<file path="src/verilog/spimsc_regs.vh">
// register offsets, field positions and reset values for the serial port core
`ifndef SPIMSC_REGS_VH
`define SPIMSC_REGS_VH
// byte addresses on the register bus
`define SPIMSC_CTL0_ADDR 12'h000
`define SPIMSC_CTL1_ADDR 12'h004
`define SPIMSC_STAT_ADDR 12'h008
`define SPIMSC_DATA_ADDR 12'h00c
`define SPIMSC_QCTL_ADDR 12'h010
// control_reg_0 fields
`define SPIMSC_C0_PHASE 0
`define SPIMSC_C0_POL 1
`define SPIMSC_C0_MASTER 2
`define SPIMSC_C0_PSC_LO 3
`define SPIMSC_C0_PSC_HI 5
`define SPIMSC_C0_EN 6
`define SPIMSC_C0_LSBF 7
`define SPIMSC_C0_SWLVL 8
`define SPIMSC_C0_SWEN 9
`define SPIMSC_C0_RO 10
`define SPIMSC_C0_F16 11
`define SPIMSC_C0_BDOE 14
`define SPIMSC_C0_BIDIRECTIONAL_ENABLE 15
// control_reg_1 fields
`define SPIMSC_C1_SELDRV 2
`define SPIMSC_C1_TI 4
// status fields
`define SPIMSC_ST_RNE 0
`define SPIMSC_ST_TBE 1
`define SPIMSC_ST_CFG 5
`define SPIMSC_ST_BUSY 7
// quad_control_reg fields
`define SPIMSC_Q_QEN 0
`define SPIMSC_Q_QRD 1
`define SPIMSC_Q_X23 2
// frame timing: index of the last edge of a frame, two edges per bit, two per four bits in quad
`define SPIMSC_LAST_EDGE_8 5'd15
`define SPIMSC_LAST_EDGE_16 5'd31
`define SPIMSC_LAST_EDGE_QUAD 5'd3
// reset values
`define SPIMSC_CTL0_RST 16'h0000
`define SPIMSC_CTL1_RST 8'h00
`define SPIMSC_QCTL_RST 3'h0
`endif

</file>
<file path="src/verilog/spimsc_core.v">
// serial peripheral port core, master or slave, with apb register access
//
// The APB interface to the registers and the register addresses were decided locally.
`timescale 1ns/10ps
`include "spimsc_regs.vh"

module spimsc_core (
  // clock and reset
  input wire clk,
  input wire rst,
  // apb slave
  input wire psel,
  input wire penable,
  input wire pwrite,
  input wire [11:0] paddr,
  input wire [31:0] pwdata,
  output reg [31:0] prdata,
  output wire pready,
  output wire pslverr,
  // serial clock pin
  input wire sck_i,
  output wire sck_o,
  output wire sck_oe,
  // select pin
  input wire sel_n_i,
  output wire sel_n_o,
  output wire sel_n_oe,
  // data lines 0..3 (mosi, miso, data_line_2, data_line_3)
  input wire [3:0] dl_i,
  output wire [3:0] dl_o,
  output wire [3:0] dl_oe
);

  // frame sequence, as seen from the state machine
  //   idle: clock at its idle level, select high, shifter waiting
  //   run:  one step per half period of the serial clock
  //         master: a step is a tick of the internal divider
  //         slave:  a step is a synchronised edge of the input clock
  //   last: one cycle to move the received word into the buffer
  // edges are counted from zero; in phase 0 the even edges sample and
  // the odd ones shift, in phase 1 the other way round
  // the very first edge never shifts: in phase 1 it only launches the
  // bit that the load already put on the line
  // the slave input clock passes two flops before an edge is seen,
  // so the external clock must be slow against the core clock;
  // a half period of four core cycles leaves a safe margin
  // the master samples through the same two-flop synchroniser, so a
  // prescaler of zero (one cycle per half period) is too fast for it
  // and the lowest usable setting is two
  // limitation: no overrun detection, a word not read in time is lost
  // and the receive flag simply stays set
  // trade-off: the frame end costs one idle cycle between back-to-back
  // frames, which keeps the restart decision in one place
  localparam ST_IDLE = 2'd0;
  localparam ST_RUN = 2'd1;
  localparam ST_LAST = 2'd2;

  reg [15:0] ctl0_ff;
  reg [7:0] ctl1_ff;
  reg [2:0] qctl_ff;
  reg [15:0] txbuf_ff;
  reg [15:0] rxbuf_ff;
  reg tbe_ff;
  reg rne_ff;
  reg cfg_ff;
  reg [1:0] st_ff;
  reg [15:0] sh_ff;
  reg [4:0] edge_ff;
  reg [7:0] div_ff;
  reg sck_ff;
  reg first_ff;
  reg [4:0] sync_ff [0:1];
  reg [4:0] smp_ff;
  wire [4:0] pins_s;

  // synchronise every pin input before use
  // two flops keep a metastable pin level away from the decode logic;
  // only the second stage is read, plus a third clock flop for edge detection
  always @(posedge clk) begin
    sync_ff[0] <= {sel_n_i, dl_i};
    sync_ff[1] <= sync_ff[0];
  end
  reg sck_s1_ff;
  reg sck_s2_ff;
  reg sck_prev_ff;
  always @(posedge clk) begin
    sck_s1_ff <= sck_i;
    sck_s2_ff <= sck_s1_ff;
    sck_prev_ff <= sck_s2_ff;
  end
  assign pins_s = sync_ff[1];

  // decoded configuration
  wire en = ctl0_ff[`SPIMSC_C0_EN];
  wire mst = ctl0_ff[`SPIMSC_C0_MASTER];
  wire ti = ctl1_ff[`SPIMSC_C1_TI];
  wire quad = qctl_ff[`SPIMSC_Q_QEN] & mst;
  wire qrd = qctl_ff[`SPIMSC_Q_QRD];
  wire bidirectional_enable = ctl0_ff[`SPIMSC_C0_BIDIRECTIONAL_ENABLE];
  wire bdoe = ctl0_ff[`SPIMSC_C0_BDOE];
  wire ro = ctl0_ff[`SPIMSC_C0_RO];
  wire swen = ctl0_ff[`SPIMSC_C0_SWEN];
  wire seldrv = ctl1_ff[`SPIMSC_C1_SELDRV];
  // ti mode fixes polarity and phase
  wire pol = ti ? 1'b0 : ctl0_ff[`SPIMSC_C0_POL];
  wire pha = ti ? 1'b1 : ctl0_ff[`SPIMSC_C0_PHASE];
  // ti and quad force msb first
  wire lsbf = ctl0_ff[`SPIMSC_C0_LSBF] & ~ti & ~quad;
  wire f16 = ctl0_ff[`SPIMSC_C0_F16] & ~quad;
  // select level from pin or software bit
  wire sel_lvl = swen ? ctl0_ff[`SPIMSC_C0_SWLVL] : pins_s[4];
  wire rx_only_m = mst & (ro | (bidirectional_enable & ~bdoe) | (quad & qrd));
  // edges per frame: two per bit, quad moves four bits per clock
  wire [4:0] last_edge = quad ? `SPIMSC_LAST_EDGE_QUAD :
                         (f16 ? `SPIMSC_LAST_EDGE_16 : `SPIMSC_LAST_EDGE_8);
  wire [7:0] half = (8'h01 << ctl0_ff[`SPIMSC_C0_PSC_HI:`SPIMSC_C0_PSC_LO]) - 8'h01;

  // apb decode, zero wait state
  // every register answers at once, so ready is a constant and the
  // access phase always lasts a single cycle
  wire acc = psel & penable;
  wire wr = acc & pwrite;
  wire rd = acc & ~pwrite;
  wire hit = (paddr == `SPIMSC_CTL0_ADDR) | (paddr == `SPIMSC_CTL1_ADDR) |
             (paddr == `SPIMSC_STAT_ADDR) | (paddr == `SPIMSC_DATA_ADDR) |
             (paddr == `SPIMSC_QCTL_ADDR);
  assign pready = 1'b1;
  assign pslverr = acc & ~hit;
  wire data_wr = wr & (paddr == `SPIMSC_DATA_ADDR);
  wire data_rd = rd & (paddr == `SPIMSC_DATA_ADDR);

  // status word: busy, cfg fault, transmit empty, receive not empty
  wire [7:0] status_byte = {(st_ff != ST_IDLE), 1'b0, cfg_ff, 3'h0, tbe_ff, rne_ff};

  // read mux, registered through prdata on the setup cycle
  always @(posedge clk) begin
    if (rst) begin
      prdata <= 32'h0000_0000;
    end else if (psel & ~penable) begin
      case (paddr)
        `SPIMSC_CTL0_ADDR: prdata <= {16'h0000, ctl0_ff};
        `SPIMSC_CTL1_ADDR: prdata <= {24'h000000, ctl1_ff};
        `SPIMSC_STAT_ADDR: prdata <= {24'h000000, status_byte};
        `SPIMSC_DATA_ADDR: prdata <= {16'h0000, rxbuf_ff};
        `SPIMSC_QCTL_ADDR: prdata <= {29'h00000000, qctl_ff};
        default: prdata <= 32'h0000_0000;
      endcase
    end
  end

  // internal clock divider for master mode
  // the divider is held at zero while idle, so the first half period of
  // every frame has its full length
  wire tick = (div_ff == half);
  wire s_rise = sck_s2_ff & ~sck_prev_ff;
  wire s_fall = ~sck_s2_ff & sck_prev_ff;
  wire s_edge = (s_rise | s_fall) & ~sel_lvl;
  wire busy = (st_ff != ST_IDLE);
  wire step = mst ? (busy & tick) : (busy & s_edge);
  // odd edge count within a frame is a shift when phase 0, sample when 1
  wire is_sample = edge_ff[0] ^ ~pha;
  wire frame_end = step & (edge_ff == last_edge);
  // master restarts only with data or in receive-only modes outside quad mode
  wire can_start_m = en & mst & (~tbe_ff | (rx_only_m & ~quad));
  wire start = mst ? can_start_m : (en & ~sel_lvl & ~tbe_ff);
  reg rx_bit;
  wire [15:0] rx_in = quad ? {12'h000, pins_s[3:0]} : {15'h0000, rx_bit};

  // receive bit routing per mode
  always @* begin
    rx_bit = 1'b0;
    if (mst) begin
      rx_bit = bidirectional_enable ? pins_s[0] : pins_s[1];
    end else begin
      rx_bit = bidirectional_enable ? pins_s[1] : pins_s[0];
    end
  end

  // receive word assembly at frame end
  // phase 0: the final edge is a shift edge and already shifted the last sample in,
  // so the shifter holds the whole word
  // phase 1: the final edge is a sample edge, so the last bit still sits
  // in the sample register and is merged here
  // the first edge of a frame never shifts, so no stale bit enters
  reg [15:0] nxt_rxbuf;
  reg [15:0] rx_merged;
  always @* begin
    rx_merged = 16'h0000;
    nxt_rxbuf = 16'h0000;
    // msb-first fill enters at bit 0, lsb-first fill at bit 15
    if (quad) begin
      rx_merged = {sh_ff[11:0], smp_ff[3:0]};
    end else if (lsbf) begin
      rx_merged = {smp_ff[0], sh_ff[15:1]};
    end else begin
      rx_merged = {sh_ff[14:0], smp_ff[0]};
    end
    if (pha) begin
      // eight-bit frames sit in the low byte of the buffer
      if (quad) begin
        nxt_rxbuf = {8'h00, rx_merged[7:0]};
      end else if (lsbf) begin
        nxt_rxbuf = f16 ? rx_merged : {8'h00, rx_merged[15:8]};
      end else begin
        nxt_rxbuf = f16 ? rx_merged : {8'h00, rx_merged[7:0]};
      end
    end else begin
      if (quad) begin
        nxt_rxbuf = {8'h00, sh_ff[7:0]};
      end else if (lsbf) begin
        nxt_rxbuf = f16 ? sh_ff : {8'h00, sh_ff[15:8]};
      end else begin
        nxt_rxbuf = f16 ? sh_ff : {8'h00, sh_ff[7:0]};
      end
    end
  end

  // frame shifter and flags
  always @(posedge clk) begin
    if (rst) begin
      ctl0_ff <= `SPIMSC_CTL0_RST;
      ctl1_ff <= `SPIMSC_CTL1_RST;
      qctl_ff <= `SPIMSC_QCTL_RST;
      txbuf_ff <= 16'h0000;
      rxbuf_ff <= 16'h0000;
      tbe_ff <= 1'b1;
      rne_ff <= 1'b0;
      cfg_ff <= 1'b0;
      st_ff <= ST_IDLE;
      sh_ff <= 16'h0000;
      edge_ff <= 5'd0;
      div_ff <= 8'h00;
      sck_ff <= 1'b0;
      first_ff <= 1'b0;
      smp_ff <= 5'd0;
    end else begin
      div_ff <= (tick | ~busy) ? 8'h00 : div_ff + 8'h01;
      // register writes; the fault below may still override the master bit
      if (wr & (paddr == `SPIMSC_CTL0_ADDR)) ctl0_ff <= pwdata[15:0];
      if (wr & (paddr == `SPIMSC_CTL1_ADDR)) ctl1_ff <= pwdata[7:0];
      if (wr & (paddr == `SPIMSC_QCTL_ADDR)) qctl_ff <= pwdata[2:0];
      // multi-master fault drops to slave, set wins over clear
      // quad mode drives its select, so the pin is never an input there
      if (en & mst & ~quad & ~(~swen & seldrv) & ~sel_lvl) begin
        ctl0_ff[`SPIMSC_C0_MASTER] <= 1'b0;
        cfg_ff <= 1'b1;
      end else if (wr & (paddr == `SPIMSC_STAT_ADDR) & ~pwdata[`SPIMSC_ST_CFG]) begin
        cfg_ff <= 1'b0;
      end
      // buffer write from the bus
      if (data_wr) begin
        txbuf_ff <= pwdata[15:0];
        tbe_ff <= 1'b0;
      end
      // data read clears receive flag; new frame end wins
      if (data_rd) rne_ff <= 1'b0;
      if (~mst & ~busy) sck_ff <= pol;
      // state machine
      case (st_ff)
        ST_IDLE: begin
          sck_ff <= pol;
          edge_ff <= 5'd0;
          if (start & ~data_wr) begin
            sh_ff <= lsbf ? txbuf_ff : (f16 ? txbuf_ff : {txbuf_ff[7:0], 8'h00});
            first_ff <= 1'b1;
            st_ff <= ST_RUN;
          end
        end
        ST_RUN: begin
          if (step) begin
            edge_ff <= edge_ff + 5'd1;
            if (mst) sck_ff <= ~sck_ff;
            // edge zero never shifts: its bit was put on the line at load
            if (is_sample) begin
              smp_ff <= rx_in[4:0];
            end else if (edge_ff != 5'd0) begin
              // shift out and take the held sample
              if (quad) sh_ff <= {sh_ff[11:0], smp_ff[3:0]};
              else if (lsbf) sh_ff <= {smp_ff[0], sh_ff[15:1]};
              else sh_ff <= {sh_ff[14:0], smp_ff[0]};
              // empty flag after first bit left
              // a word written in this same cycle keeps the buffer full
              if (first_ff) begin
                first_ff <= 1'b0;
                if (~data_wr) tbe_ff <= 1'b1;
              end
            end
            if (frame_end) st_ff <= ST_LAST;
          end
          if (~mst & sel_lvl) st_ff <= ST_IDLE;
          if (~en) st_ff <= ST_IDLE;
        end
        ST_LAST: begin
          // final sample merged, move to receive buffer
          rxbuf_ff <= nxt_rxbuf;
          rne_ff <= 1'b1;
          if (first_ff & ~data_wr) tbe_ff <= 1'b1;
          first_ff <= 1'b0;
          st_ff <= ST_IDLE;
        end
        default: st_ff <= ST_IDLE;
      endcase
    end
  end

  // pin use per mode, single-wire operation
  //   master duplex:        line 0 out, line 1 in
  //   master receive-only:  line 0 released, line 1 in
  //   master bidir out:     line 0 out, line 1 unused
  //   master bidir in:      line 0 in, line 1 unused
  //   slave duplex:         line 0 in, line 1 out while selected
  //   slave receive-only:   line 0 in, line 1 released
  //   slave bidir out:      line 1 out while selected, line 0 unused
  //   slave bidir in:       line 1 in, line 0 unused
  // quad operation: all four lines out for a write, all in for a read
  // lines 2 and 3 outside quad mode only ever drive a constant high
  // a slave releases its output line as soon as it is deselected, so
  // several slaves can share the line
  // the clock pin of a slave is never driven, whatever the mode bits say,
  // so a wrong setting cannot fight the external master

  // outgoing bit from the shifter
  wire tx_bit = lsbf ? sh_ff[0] : sh_ff[15];
  wire tx_ok = ~(mst ? rx_only_m : (ro | (bidirectional_enable & ~bdoe)));
  wire act = en & busy;

  // serial clock pin direction and idle level
  assign sck_o = mst ? sck_ff : pol;
  assign sck_oe = en & mst;
  assign sel_n_o = ~(act & mst);
  // quad mode drives its select whenever the core is enabled
  assign sel_n_oe = en & mst & ((~swen & seldrv) | quad);
  // data line drive per mode
  // lines 0 and 1 carry the single-wire bit, lines 2 and 3 idle high;
  // in quad mode every line carries one bit of the top nibble
  wire [3:0] single_o = {2'b11, tx_bit, tx_bit};
  wire [3:0] single_oe = {qctl_ff[`SPIMSC_Q_X23], qctl_ff[`SPIMSC_Q_X23],
                          en & ~mst & tx_ok & ~sel_lvl, en & mst & tx_ok};
  genvar g;
  generate
    for (g = 0; g < 4; g = g + 1) begin : g_line
      // quad read turns every line around to input
      assign dl_o[g] = quad ? sh_ff[12 + g] : single_o[g];
      assign dl_oe[g] = quad ? (en & ~qrd) : single_oe[g];
    end
  endgenerate

endmodule

</file>
<file path="config.mk">
export PLATFORM = sky130hd
export DESIGN_NAME = spimsc_core
export DESIGN_NICKNAME = d
export VERILOG_FILES = /design/src/verilog/spimsc_core.v
export VERILOG_INCLUDE_DIRS = /design/src /design/src/verilog
export SDC_FILE = /design/constraint.sdc
export NUM_CORES = 1
export LEC_CHECK = 0
export BUFFER_PORTS_ARGS = -buffer_cell sky130_fd_sc_hd__buf_2
export CAP_MARGIN = 20
export CORE_UTILIZATION = 60
export CTS_BUF_LIST = sky130_fd_sc_hd__clkbuf_16
export CTS_CLUSTER_DIAMETER = 30
export DETAILED_ROUTE_END_ITERATION = 16
export PLACE_DENSITY = 0.8
export SKIP_LAST_GASP = 1
export SLEW_MARGIN = 0
export SYNTH_ARGS = -nofsm -noshare
export SYNTH_HDL_FRONTEND = slang
export SYNTH_SLANG_ARGS = --single-unit
</file>
<file path="constraint.sdc">
create_clock -name clk -period 5.85 [get_ports clk]
set_input_delay 1.17 -clock clk [delete_from_list [all_inputs] [get_ports clk]]
set_output_delay 1.17 -clock clk [all_outputs]
set_load 0.02 [all_outputs]
</file>
Yosys cells after proc, flatten, opt, wreduce, memory -nomap -nowiden
Memories as Yosys holds them, arrays and structs flattened.
Cells that the tools add are included.
{"block": "totals", "output_inout_bits": 46, "register_bits": 134, "n_memories": 1, "word_cells": 201, "in_bits": 55, "ram_bits": 10}
{"memory": "sync_ff", "words": 2, "word_bits": 5, "read_ports": 2, "rd_clocked_by_memory_dff": 0, "wr": 2, "line_no": "spimsc_core.v:72", "source": "reg [4:0] sync_ff [0:1];"}
{"block": "op_classes", "n_mux": 69, "n_reduce_logical": 15, "shift": 1, "n_addsub": 3, "bitwise": 78, "n_eq_ne": 14}
{"operator": "$mux W16", "n": 17}
{"operator": "$pmux W16 S5", "n": 1}
{"operator": "$and A1 B1 Y1", "n": 46}
{"operator": "$mux W1", "n": 36}
{"operator": "$pmux W16 S2", "n": 1}
{"operator": "$eq A12 B4 Y1 const B", "n": 2}
{"operator": "$not A1 Y1", "n": 21}
{"operator": "$mux W5", "n": 3}
{"operator": "$eq A12 B3 Y1 const B", "n": 1}
{"operator": "$eq A12 B5 Y1 const B", "n": 1}
{"operator": "$logic_not A12 Y1", "n": 1}
{"operator": "$mux W2", "n": 5}
{"operator": "$or A1 B1 Y1", "n": 10}
{"operator": "$pmux W5 S2", "n": 1}
{"operator": "$reduce_and A5 Y1", "n": 2}
{"operator": "$add A8 B1 Y8 const B", "n": 1}
{"operator": "$eq A8 B8 Y1", "n": 1}
{"operator": "$ne A2 B2 Y1 const B", "n": 4}
{"operator": "$ne A4 B4 Y1 const B", "n": 2}
{"operator": "$reduce_bool A2 Y1", "n": 4}
{"operator": "$shl A1 B3 Y8 const A", "n": 1}
{"operator": "$sub A8 B1 Y8 const B", "n": 1}
{"operator": "$reduce_and A3 Y1", "n": 2}
{"operator": "$add A5 B1 Y5 const B", "n": 1}
{"operator": "other kinds (13)", "n": 15}

Longest topological paths before layout
Gate-level depths: netlist of the first run.
{"block": "logic_depth", "ltp_word": 12, "ltp_mapped": 11, "ltp_nobuf": 9}

Least setup slack after synthesis of the first run
No wires, ideal clock.
{"block": "synth_timing", "path_kind": "input to output", "from": "input paddr[2]", "to": "output pslverr", "t_arrival_ps": 2259, "t_required_ps": 4680, "path_buffers": 2, "cell_stages": 4, "setup_slack_ps": 2421, "path_cell_list": "clkbuf_1 clkbuf_1 o21ai_0 a21oi_1"}
{"block": "synth_between", "elab_chain_cells": 7, "word_cells_on_any_way": 11, "classes_between": "eq/ne (4); bitwise (6); reduce/logical (1)"}
{"item": "from (decl)", "line_no": "spimsc_core.v:15", "source": "input wire [11:0] paddr,"}
{"item": "$eq A12 B3 Y1 or $logic_not A12 Y1 (tied branches)"}
{"item": "$or A1 B1 Y1 (3 in series)", "line_no": "spimsc_core.v:124", "source": "wire hit = (paddr == `SPIMSC_CTL0_ADDR) | (paddr == `SPIMSC_CTL1_ADDR) |"}
{"item": "$or A1 B1 Y1 *", "line_no": "spimsc_core.v:124"}
{"item": "$not A1 Y1 *", "line_no": "spimsc_core.v:128", "source": "assign pslverr = acc & ~hit;"}
{"item": "$and A1 B1 Y1 *", "line_no": "spimsc_core.v:128"}
{"item": "to (decl)", "line_no": "spimsc_core.v:19", "source": "output wire pslverr,"}
Every way passes the cells marked *; elsewhere a longest branch is shown, timed or not.

Worst setup path after layout of the first run
{"block": "layout_timing", "from": "register ctl0_ff[2]", "to": "output dl_oe[2]"}
{"block": "layout_between", "elab_chain_cells": 2}
{"item": "from (decl)", "line_no": "spimsc_core.v:58", "source": "reg [15:0] ctl0_ff;"}
{"item": "from (signal assigned)", "line_no": "spimsc_core.v:221", "source": "ctl0_ff <= `SPIMSC_CTL0_RST;"}
{"item": "from (signal assigned)", "line_no": "spimsc_core.v:239", "source": "if (wr & (paddr == `SPIMSC_CTL0_ADDR)) ctl0_ff <= pwdata[15:0];"}
{"item": "$and A1 B1 Y1", "line_no": "spimsc_core.v:97", "source": "wire quad = qctl_ff[`SPIMSC_Q_QEN] & mst;"}
{"item": "$mux W1", "line_no": "spimsc_core.v:344", "source": "assign dl_oe[g] = quad ? (en & ~qrd) : single_oe[g];"}
{"item": "to (decl)", "line_no": "spimsc_core.v:31", "source": "output wire [3:0] dl_oe"}
Every way passes these cells.

==> results.txt, run 1 <==
Across the run, the number of max-cap violations was 0. In the synthesized netlist the dominant register cell turns out to be sky130_fd_sc_hd__dfxtp_1. The worst path in the final design needs a cycle of 3.73 ns, including I/O delays and setup. Setup repair after global routing left no endpoint under its margin. Total power density per cell area: 260 nW/um^2.

On the critical path the largest part of the delay comes from flip-flops. At the placement stage, the worst setup path has a slack of 2.08 ns. The per-instance average area after synthesis was 8.44 um^2; the met1 track demand over resource was 42.3%. The worst-case headroom to the max-slew limit was 36.7%; the worst hold-check slack was 0.324 ns.

The final critical-path share of the clock period was 63.7%. In this run the worst hold path is classified as reg -> reg. CTS built an H-tree with a depth of 4. The max-slew violation count was 0.

Multiplexer cells account for 15.9% of the synthesized area. Sorting the synthesized cells by area gives the leading types as sky130_fd_sc_hd__dfxtp_1, sky130_fd_sc_hd__mux2i_1, sky130_fd_sc_hd__nand2_1, sky130_fd_sc_hd__nor2_1, sky130_fd_sc_hd__a21oi_1. Counting the fill cells in the layout gives 853. The fraction of met3 tracks used by global routing is 5.61%. The fraction of the mapped netlist area in adder cells was 1.29%. After detailed placement, the design holds a cell count of 958. Summing the areas of all and, or, nand and nor instances in the mapped netlist gives 20.5% of the synthesized area.

On the worst path, the slowest cell contributes a delay of 0.69 ns. Post-CTS timing repair inserted 0 buffers for setup. Largest family of logic cells by synthesized area: simple AND/OR/NAND/NOR gates. The synthesized netlist devotes 16.4% of its cell area to compound gates.

The tools report the number of gates resized after cts as 0. At the worst endpoint, the required time is 4.68 ns. The run gives 11800 um^2 as the die footprint. The net count of the finished layout is 900. The wire length after detailed routing was 17700 um; the vertical extent of the die was 108 um. In this run, distinct cell masters in the synthesized netlist total 62. The leakage power of the design is 2.94 nW, and the number of placement rows is 38. TritonCTS built the clock tree.

After clock tree synthesis, the clock-pin slew on the worst setup and hold paths is 0.06 ns. In this run, synthesis inferred 0 flip-flops with an integrated enable. The region available for standard cell placement spans 10900 um^2. The pin slew with the least headroom to its limit was 0.949 ns. Number of diodes: 0. For the number of buffers added to fix hold violations after cts, the log shows 0. In this run the deepest clock path goes through 2 buffers.

Cells with a size suffix above 1 make up 18.0% of the layout. The number of I/O pins came out at 101. Global routing finished with a remaining overflow of 0. Compared with the post-synthesis result, the final layout area differs by 12.5%. For this block, the initial DRC count from the detailed router was 593. Traced cell by cell, the critical path runs through nand2_1, o31ai_1, buf_2. The buffering stage count on the worst path with inverters included works out to 1. The logs give 0 ns for the final-layout setup total negative slack and 49.8% for the global routing met2 resource utilization.

The critical path class is reg -> out. The count of input and output buffers is 67. The largest area contributor in the netlist was sky130_fd_sc_hd__dfxtp_1.

The run gives 6019 as the number of vias after detailed routing. The run gives 0 as the hold violation count in the final report. The cell sitting at the root of the clock tree is a sky130_fd_sc_hd__clkbuf_16.

Summing the sequential cell areas from Yosys gives 37.7% of the chip area. The run gives 0 as the number of antenna violations at the first check in global routing. The run gives 0 as the setup violation total in the final timing report.

For the final database, setup skew stands at 0.00842 ns. The finished layout holds 991 standard cells, fillers aside. The standard cell with the maximum stage delay on the critical path is sky130_fd_sc_hd__dfxtp_1. For the initial core utilization, the log shows 62.2%. The library cells used most frequently in the layout, excluding fill and tap cells, are sky130_fd_sc_hd__dfxtp_1, sky130_fd_sc_hd__nand2_1, sky130_fd_sc_hd__nor2_1, sky130_fd_sc_hd__buf_2, sky130_fd_sc_hd__a21oi_1. After technology mapping, the gate count stands at 806. After detailed routing, the number of remaining DRC violations is 0.

Most common cell after layout, fill and taps aside: sky130_fd_sc_hd__dfxtp_1. For the critical path data arrival time, the log shows 2.56 ns. In this run the horizontal extent of the chip is 108 um.

Yosys printed 0 warnings. The run gives 31.4% as the overall fraction of global-route tracks in use. Summed over its instances, the top area cell type makes up 37.7% of the synthesized netlist area. The tools report the largest net degree at the start of global routing as 118. Clock latency on the worst-skew pair, taken at its later pin, is 0.42 ns. The tools report the number of antenna-violating nets in the routed design as 0.

In the post-route analysis, the smallest setup slack over all paths is 2.12 ns. The highest-utilization routing layer at the global route stage was met2. Counting every sink on the clock net gives 128. The worst-case IR drop observed on VDD is 184 uV. Power comes to 1.99 mW.

The final weighted congestion in routability-driven placement was 0.924. The via count of the first global-routing pass was 5451. The synthesized netlist occupies a cell area of 6800 um^2. The flow ran to the end, and the final reports show no timing, DRC or antenna violations. The worst setup path is launched from a flip-flop. The number of iterations in the first detailed-routing pass is 5, and the number of buffers created by CTS is 17.

Summing the areas of all xor and xnor instances in the mapped netlist gives 1.67% of the synthesized area. After synthesis, the share of flip-flops with an asynchronous set or reset is 0%. The per-cell via count in the routed design is 6.07.

STA classifies the critical path endpoint as a primary output. The critical-path maximum fanout works out to 24. The wire-length estimate of the detail-placed layout is 12200 um.

Average wire per cell in the routed design: 17.8 um. The logs give 28100 um for the global-route wire length before repair and 268 MHz for the timing-limited maximum frequency. After synthesis the netlist holds a flip-flop and latch count of 128.
==> cells in the mapped netlist (3+ instances only) <==
cell type / instances
sky130_fd_sc_hd__mux4_2: 11
sky130_fd_sc_hd__mux2_4: 9
sky130_fd_sc_hd__and3_1: 7
sky130_fd_sc_hd__xor2_1: 7
sky130_fd_sc_hd__o31ai_1: 3
sky130_fd_sc_hd__inv_1: 20
sky130_fd_sc_hd__ha_1: 7
sky130_fd_sc_hd__nor2b_1: 26
sky130_fd_sc_hd__nor2_1: 91
sky130_fd_sc_hd__and2_1: 3
sky130_fd_sc_hd__o21ai_0: 31
sky130_fd_sc_hd__mux2i_1: 55
sky130_fd_sc_hd__xnor2_1: 6
sky130_fd_sc_hd__a22oi_1: 23
sky130_fd_sc_hd__dfxtp_1: 128
sky130_fd_sc_hd__buf_4: 19
sky130_fd_sc_hd__or2_2: 3
sky130_fd_sc_hd__nand3b_1: 4
sky130_fd_sc_hd__nand2b_1: 8
sky130_fd_sc_hd__buf_2: 3
sky130_fd_sc_hd__a211oi_1: 5
sky130_fd_sc_hd__a22o_1: 8
sky130_fd_sc_hd__o21a_1: 3
sky130_fd_sc_hd__a21oi_1: 56
sky130_fd_sc_hd__buf_1: 5
sky130_fd_sc_hd__nor3_1: 9
sky130_fd_sc_hd__mux2_2: 12
sky130_fd_sc_hd__or3_1: 6
sky130_fd_sc_hd__nand2_1: 117
sky130_fd_sc_hd__a31oi_1: 3
sky130_fd_sc_hd__o211ai_1: 10
sky130_fd_sc_hd__clkbuf_1: 46
sky130_fd_sc_hd__a31o_2: 3
sky130_fd_sc_hd__nand3_1: 22
==> logic make-up (layout without fill, tap and decap cells) <==
kind of cell	count (synthesis)	after routing
multiplexers	88	88
adder cells (fa/ha/maj)	7	7
AO/OA/AOI/OAI	165	165
buffers and inverters	95	125
XOR/XNOR	13	13
AND/OR/NAND/NOR	308	308
other	2	17
flip-flops	128	128
==> state kept, by name, indices dropped and copies added (netlist names), 2 cells and up <==
name and cells:
sync_ff 10, ctl1_ff 8, sh_ff 16, txbuf_ff 16
div_ff 8, st_ff 2, prdata 16, edge_ff 5
ctl0_ff 16, qctl_ff 3, smp_ff 4, rxbuf_ff 16
==> routing by layer <==
| layer | share of wire (%) | vias up | wire, um |
|---|---|---|---|
| met5 | 0 | - | 0 |
| met4 | 2.3 | 0 | 406 |
| met3 | 8.7 | 33 | 1540 |
| met2 | 47 | 314 | 8240 |
| met1 | 42 | 2842 | 7490 |
| li1 | - | 2830 | - |
==> power breakdown <==
| group | switching, mW | leakage, nW | internal (mW) |
|---|---|---|---|
| Sequential | 0.00201 | 1.04 | 0.877 |
| Clock | 0.412 | 0.276 | 0.631 |
| Combinational | 0.0475 | 1.62 | 0.0184 |
| Total | 0.461 | 2.94 | 1.53 |
==> worst reg2reg max path, cell delays in order, from the launching register on <==
cell,delay [ns]
sky130_fd_sc_hd__dfxtp_1,0.57
sky130_fd_sc_hd__nor2_1,0.15
sky130_fd_sc_hd__nand2_1,0.10
sky130_fd_sc_hd__ha_1,0.27
sky130_fd_sc_hd__nor2b_1,0.17
sky130_fd_sc_hd__o22ai_1,0.08
sky130_fd_sc_hd__a21boi_0,0.49
sky130_fd_sc_hd__a211oi_4,0.20
sky130_fd_sc_hd__a32oi_4,0.79
sky130_fd_sc_hd__mux2_2,0.41
==> metrics by stage <==
stage          area, um^2  util, %
5_1_grt              7650     70.0
6_report             7650     70.0
2_1_floorplan        6860        -
3_5_place_dp         7040     64.4
4_1_cts              7630     69.7
3_3_place_gp         7040     64.4
==> area by class of cell <==
class	count	area (um^2)	share of cell area (%)
clock buffers	17	425	5.56
clock inverters	15	161	2.11
inverters	20	75.1	0.981
multi-input cells	598	3850	50.3
flip-flops and latches	128	2560	33.5
well taps	140	175	2.29
repair buffers	73	403	5.26
==> path summary, 6_finish.rpt <==
check | start | to | slack (ns) | cells after the start
setup reg to reg | ctl0_ff[4]$_SDFFE_PP0P_ | sh_ff[1]$_SDFFE_PP0P_ | 2.48 | 9
hold reg to reg | sync_ff[0][4]$_DFF_P_ | sync_ff[0][9]$_DFF_P_ | 0.32 | 0
hold / removal | sync_ff[0][4]$_DFF_P_ | sync_ff[0][9]$_DFF_P_ | 0.32 | 0
setup / recovery | ctl0_ff[2]$_SDFFE_PP0P_ | dl_oe[2] | 2.12 | 3
(Power assumes the default switching activity.)
==> run 2: changes to the inputs <==
Settings changed: CORE_UTILIZATION 60 to 52, PLACE_DENSITY 0.8 to 0.74.
Clock period 5.85 ns to 3.2 ns, I/O delays scaled along.
==> run 2 against run 1 <==
Net effect:
- register-to-register slack worse by 2.0 ns
- clock skew is 0.0012 ns higher
- power is 87% higher
- sequential power is 83% higher
- first-iteration DRC count is 11% lower
- largest cell class unchanged
==> results.txt, run 2 (synthesis results as in run 1) <==
The tools report the number of antenna-violating nets in the routed design as 0 (unchanged). Static timing analysis puts the maximum clock frequency at 366 MHz. The run gives 7830 um^2 (was 7650 um^2) as the final design area excluding fillers. The share of final-layout standard cells stronger than drive strength 1 was 19.0% (was 18.0%); the count of input and output buffers was 67 (unchanged). The number of I/O pins is 101 (unchanged). The most common cell after layout, fill and taps aside is sky130_fd_sc_hd__dfxtp_1 (unchanged). For the number of placement rows, the log shows 41 (was 38). The logs give 17500 um (was 17700 um) for the wire length after detailed routing and 4 (unchanged) for the CTS H-tree depth. The number of non-filler instances in the completed layout came out at 1040 (was 991).

Critical path class: reg -> out (unchanged). The growth of design area from synthesis to finish is 15.1% (was 12.5%), and the number of buffers added to fix hold violations after cts is 0 (unchanged). Worst hold path class: in -> reg (was reg -> reg).

The number of buffers created by CTS came out at 17 (unchanged). For the number of antenna violations at the first check in global routing, the log shows 0 (unchanged). The tools report the reg-to-reg endpoint as sh_ff[10]$_SDFFE_PP0P_ (was sh_ff[1]$_SDFFE_PP0P_). For the number of vias after detailed routing, the log shows 5976 (was 6019).

The run gives 0 ns (unchanged) as the final-layout setup total negative slack. The setup violation total in the final timing report was 0 (unchanged); the pin slew with the least headroom to its limit was 0.695 ns (was 0.949 ns). Clock-pin slew reported for the worst setup and hold paths after clock tree synthesis: 0.06 ns (about the same).

The tools report the library cell used as clock root buffer as sky130_fd_sc_hd__clkbuf_16 (unchanged). The tools report the cell-internal power as 2.92 mW (was 1.53 mW). The category of the worst setup path capture point is a primary output (unchanged). Commonest non-fill, non-tap cells in the layout: sky130_fd_sc_hd__dfxtp_1, sky130_fd_sc_hd__nand2_1, sky130_fd_sc_hd__nor2_1, sky130_fd_sc_hd__buf_2, sky130_fd_sc_hd__a21oi_1 (unchanged). The relative contribution of the clock network to total power came out at 53.4% (was 52.4%). Cell depth of the worst flop-to-flop path: 9 (unchanged). Net switching component of the power: 0.793 mW (was 0.461 mW). The hold violation count in the final report came out at 0 (unchanged). The run gives 0.449 ns (was 2.08 ns) as the worst slack after detailed placement. The run gives 0.49 ns (was 2.48 ns) as the flop-to-flop setup slack. The critical path data required time is 2.56 ns (was 4.68 ns). The worst hold-check slack is 0.322 ns (was 0.324 ns). The per-cell via count in the routed design was 5.75 (was 6.07); the leakage power of the design was 3.04 nW (was 2.94 nW).

The logs give 7230 um^2 (was 7040 um^2) for the cell area after placement and 12700 um^2 (was 10900 um^2) for the standard cell core area. The total of max-cap violations came out at 0 (unchanged). TritonCTS built the clock tree. The max-slew violation count was 0 (unchanged).

For the HPWL reported at the end of detailed placement, the log shows 12300 um (was 12200 um). The hold path endpoint was sync_ff[0][1]$_DFF_P_ (was sync_ff[0][9]$_DFF_P_). The tools report the startpoint type of the worst setup path as a flip-flop (unchanged). Total power after layout: 3.71 mW (was 1.99 mW). The number of clock sinks was 128 (unchanged).

The critical path data arrival time came out at 2.10 ns (was 2.56 ns). The critical-path maximum fanout came out at 20 (was 24). The largest voltage drop on the vdd net was 433 uV (was 184 uV).

The number of gates resized after cts is 0 (unchanged). The cell count after placement is 1008 (was 958), and the total global routing overflow is 0 (unchanged). The run gives 0 (unchanged) as the number of diodes. The startpoint of the worst register-to-register path was ctl0_ff[3]$_SDFFE_PP0P_ (was ctl0_ff[4]$_SDFFE_PP0P_).

The register share of total power is 43.3% (was 44.2%). The run finished with clean final reports. The proportion of power drawn by combinational gates is 3.3% (about the same), and the post-route core utilization is 61.8% (was 70.0%). The number of DRC markers in iteration 0 was 528 (was 593).

The number of DRC violations after detailed routing came out at 0 (unchanged). Total power density per cell area: 474 nW/um^2 (was 260 nW/um^2). The clock insertion delay at the later pin of the skew report was 0.42 ns (about the same). The depth of the worst hold-timing path works out to 1 (was 0). The largest net degree at the start of global routing was 46 (was 118); the post-CTS setup-driven buffer insertion count was 0 (unchanged). The logs give 53.7% (was 36.7%) for the worst-case headroom to the max-slew limit and 13500 um^2 (was 11800 um^2) for the die footprint.

The vertical extent of the die is 116 um (was 108 um), and the die span in x is 116 um (was 108 um). The final weighted congestion in routability-driven placement is 0.934 (was 0.924). The origin of the worst min-delay path was dl_i[1] (was sync_ff[0][4]$_DFF_P_).

The average wire per cell in the routed design is 16.8 um (was 17.8 um), and the global-route wire length before repair is 27700 um (was 28100 um). The initial core utilization is 53.7% (was 62.2%), and the maximum root-to-sink buffer count is 2 (unchanged). Number of iterations in the first detailed-routing pass: 5 (unchanged). The final critical-path share of the clock period came out at 85.5%. The post-layout net count is 917 (was 900), and the shortest period the worst path allows is 2.74 ns.

The overall fraction of global-route tracks in use is 27.4% (was 31.4%), and the via count of the first global-routing pass is 5348 (was 5451). Switching share of power: 21.4% (was 23.2%). Setup repair after global routing left no endpoint under its margin. The setup slack of the critical path after layout is 0.465 ns (was 2.12 ns), and the clock skew after layout is 0.00959 ns (was 0.00842 ns).
run 2: worst max-delay path by stage:
stage / startpoint / end / slack [ns] / depth (start not counted)
2_1_floorplan: ctl0_ff[4]$_SDFFE_PP0P_ / sh_ff[10]$_SDFFE_PP0P_ / 0.53 / 11
3_3_place_gp: paddr[7] / sh_ff[0]$_SDFFE_PP0P_ / 0.49 / 8
3_5_place_dp: paddr[7] / sh_ff[4]$_SDFFE_PP0P_ / 0.45 / 8
4_1_cts: ctl0_ff[2]$_SDFFE_PP0P_ / dl_o[2] / 0.46 / 5
5_1_grt: ctl0_ff[2]$_SDFFE_PP0P_ / dl_o[2] / 0.30 / 5
6_report: ctl0_ff[2]$_SDFFE_PP0P_ / dl_o[2] / 0.46 / 5
run 2: worst max-delay path, stage by stage (launching register included):
cell and delay (ns):
sky130_fd_sc_hd__dfxtp_1 0.32, sky130_fd_sc_hd__buf_4 0.22, sky130_fd_sc_hd__and2_1 0.61, sky130_fd_sc_hd__buf_4 0.28, sky130_fd_sc_hd__nand2b_1 0.07, sky130_fd_sc_hd__buf_2 0.16
run 2: power by group through the flow:
stage	Sequential [mW]	Combinational [mW]	Clock [mW]
global placement	1.64	0.121	0
floorplan	1.64	0.0896	0
detailed placement	1.64	0.121	0
finish	1.61	0.122	1.98
CTS	1.61	0.121	2.00
global route	1.61	0.133	2.08
run 2: cell type report:
cell class	instances	area, um^2
Multi-Input combinational cell	598	3850
Timing Repair Buffer	90	523
Clock inverter	15	176
Clock buffer	17	425
Tap cell	172	215
Fill cell	1094	4840
Inverter	20	75.1
Sequential cell	128	2560
run 2: routing by layer:
metal | routed length [um] | GRT usage [%] | up-vias | share of wire [%]
met1 | 7710 | 35.3 | 2864 | 44
met4 | 690 | 15.0 | 0 | 3.9
met5 | 0 | 0 | - | 0
met3 | 1100 | 7.42 | 42 | 6.3
li1 | - | - | 2860 | -
met2 | 8020 | 41.6 | 210 | 46
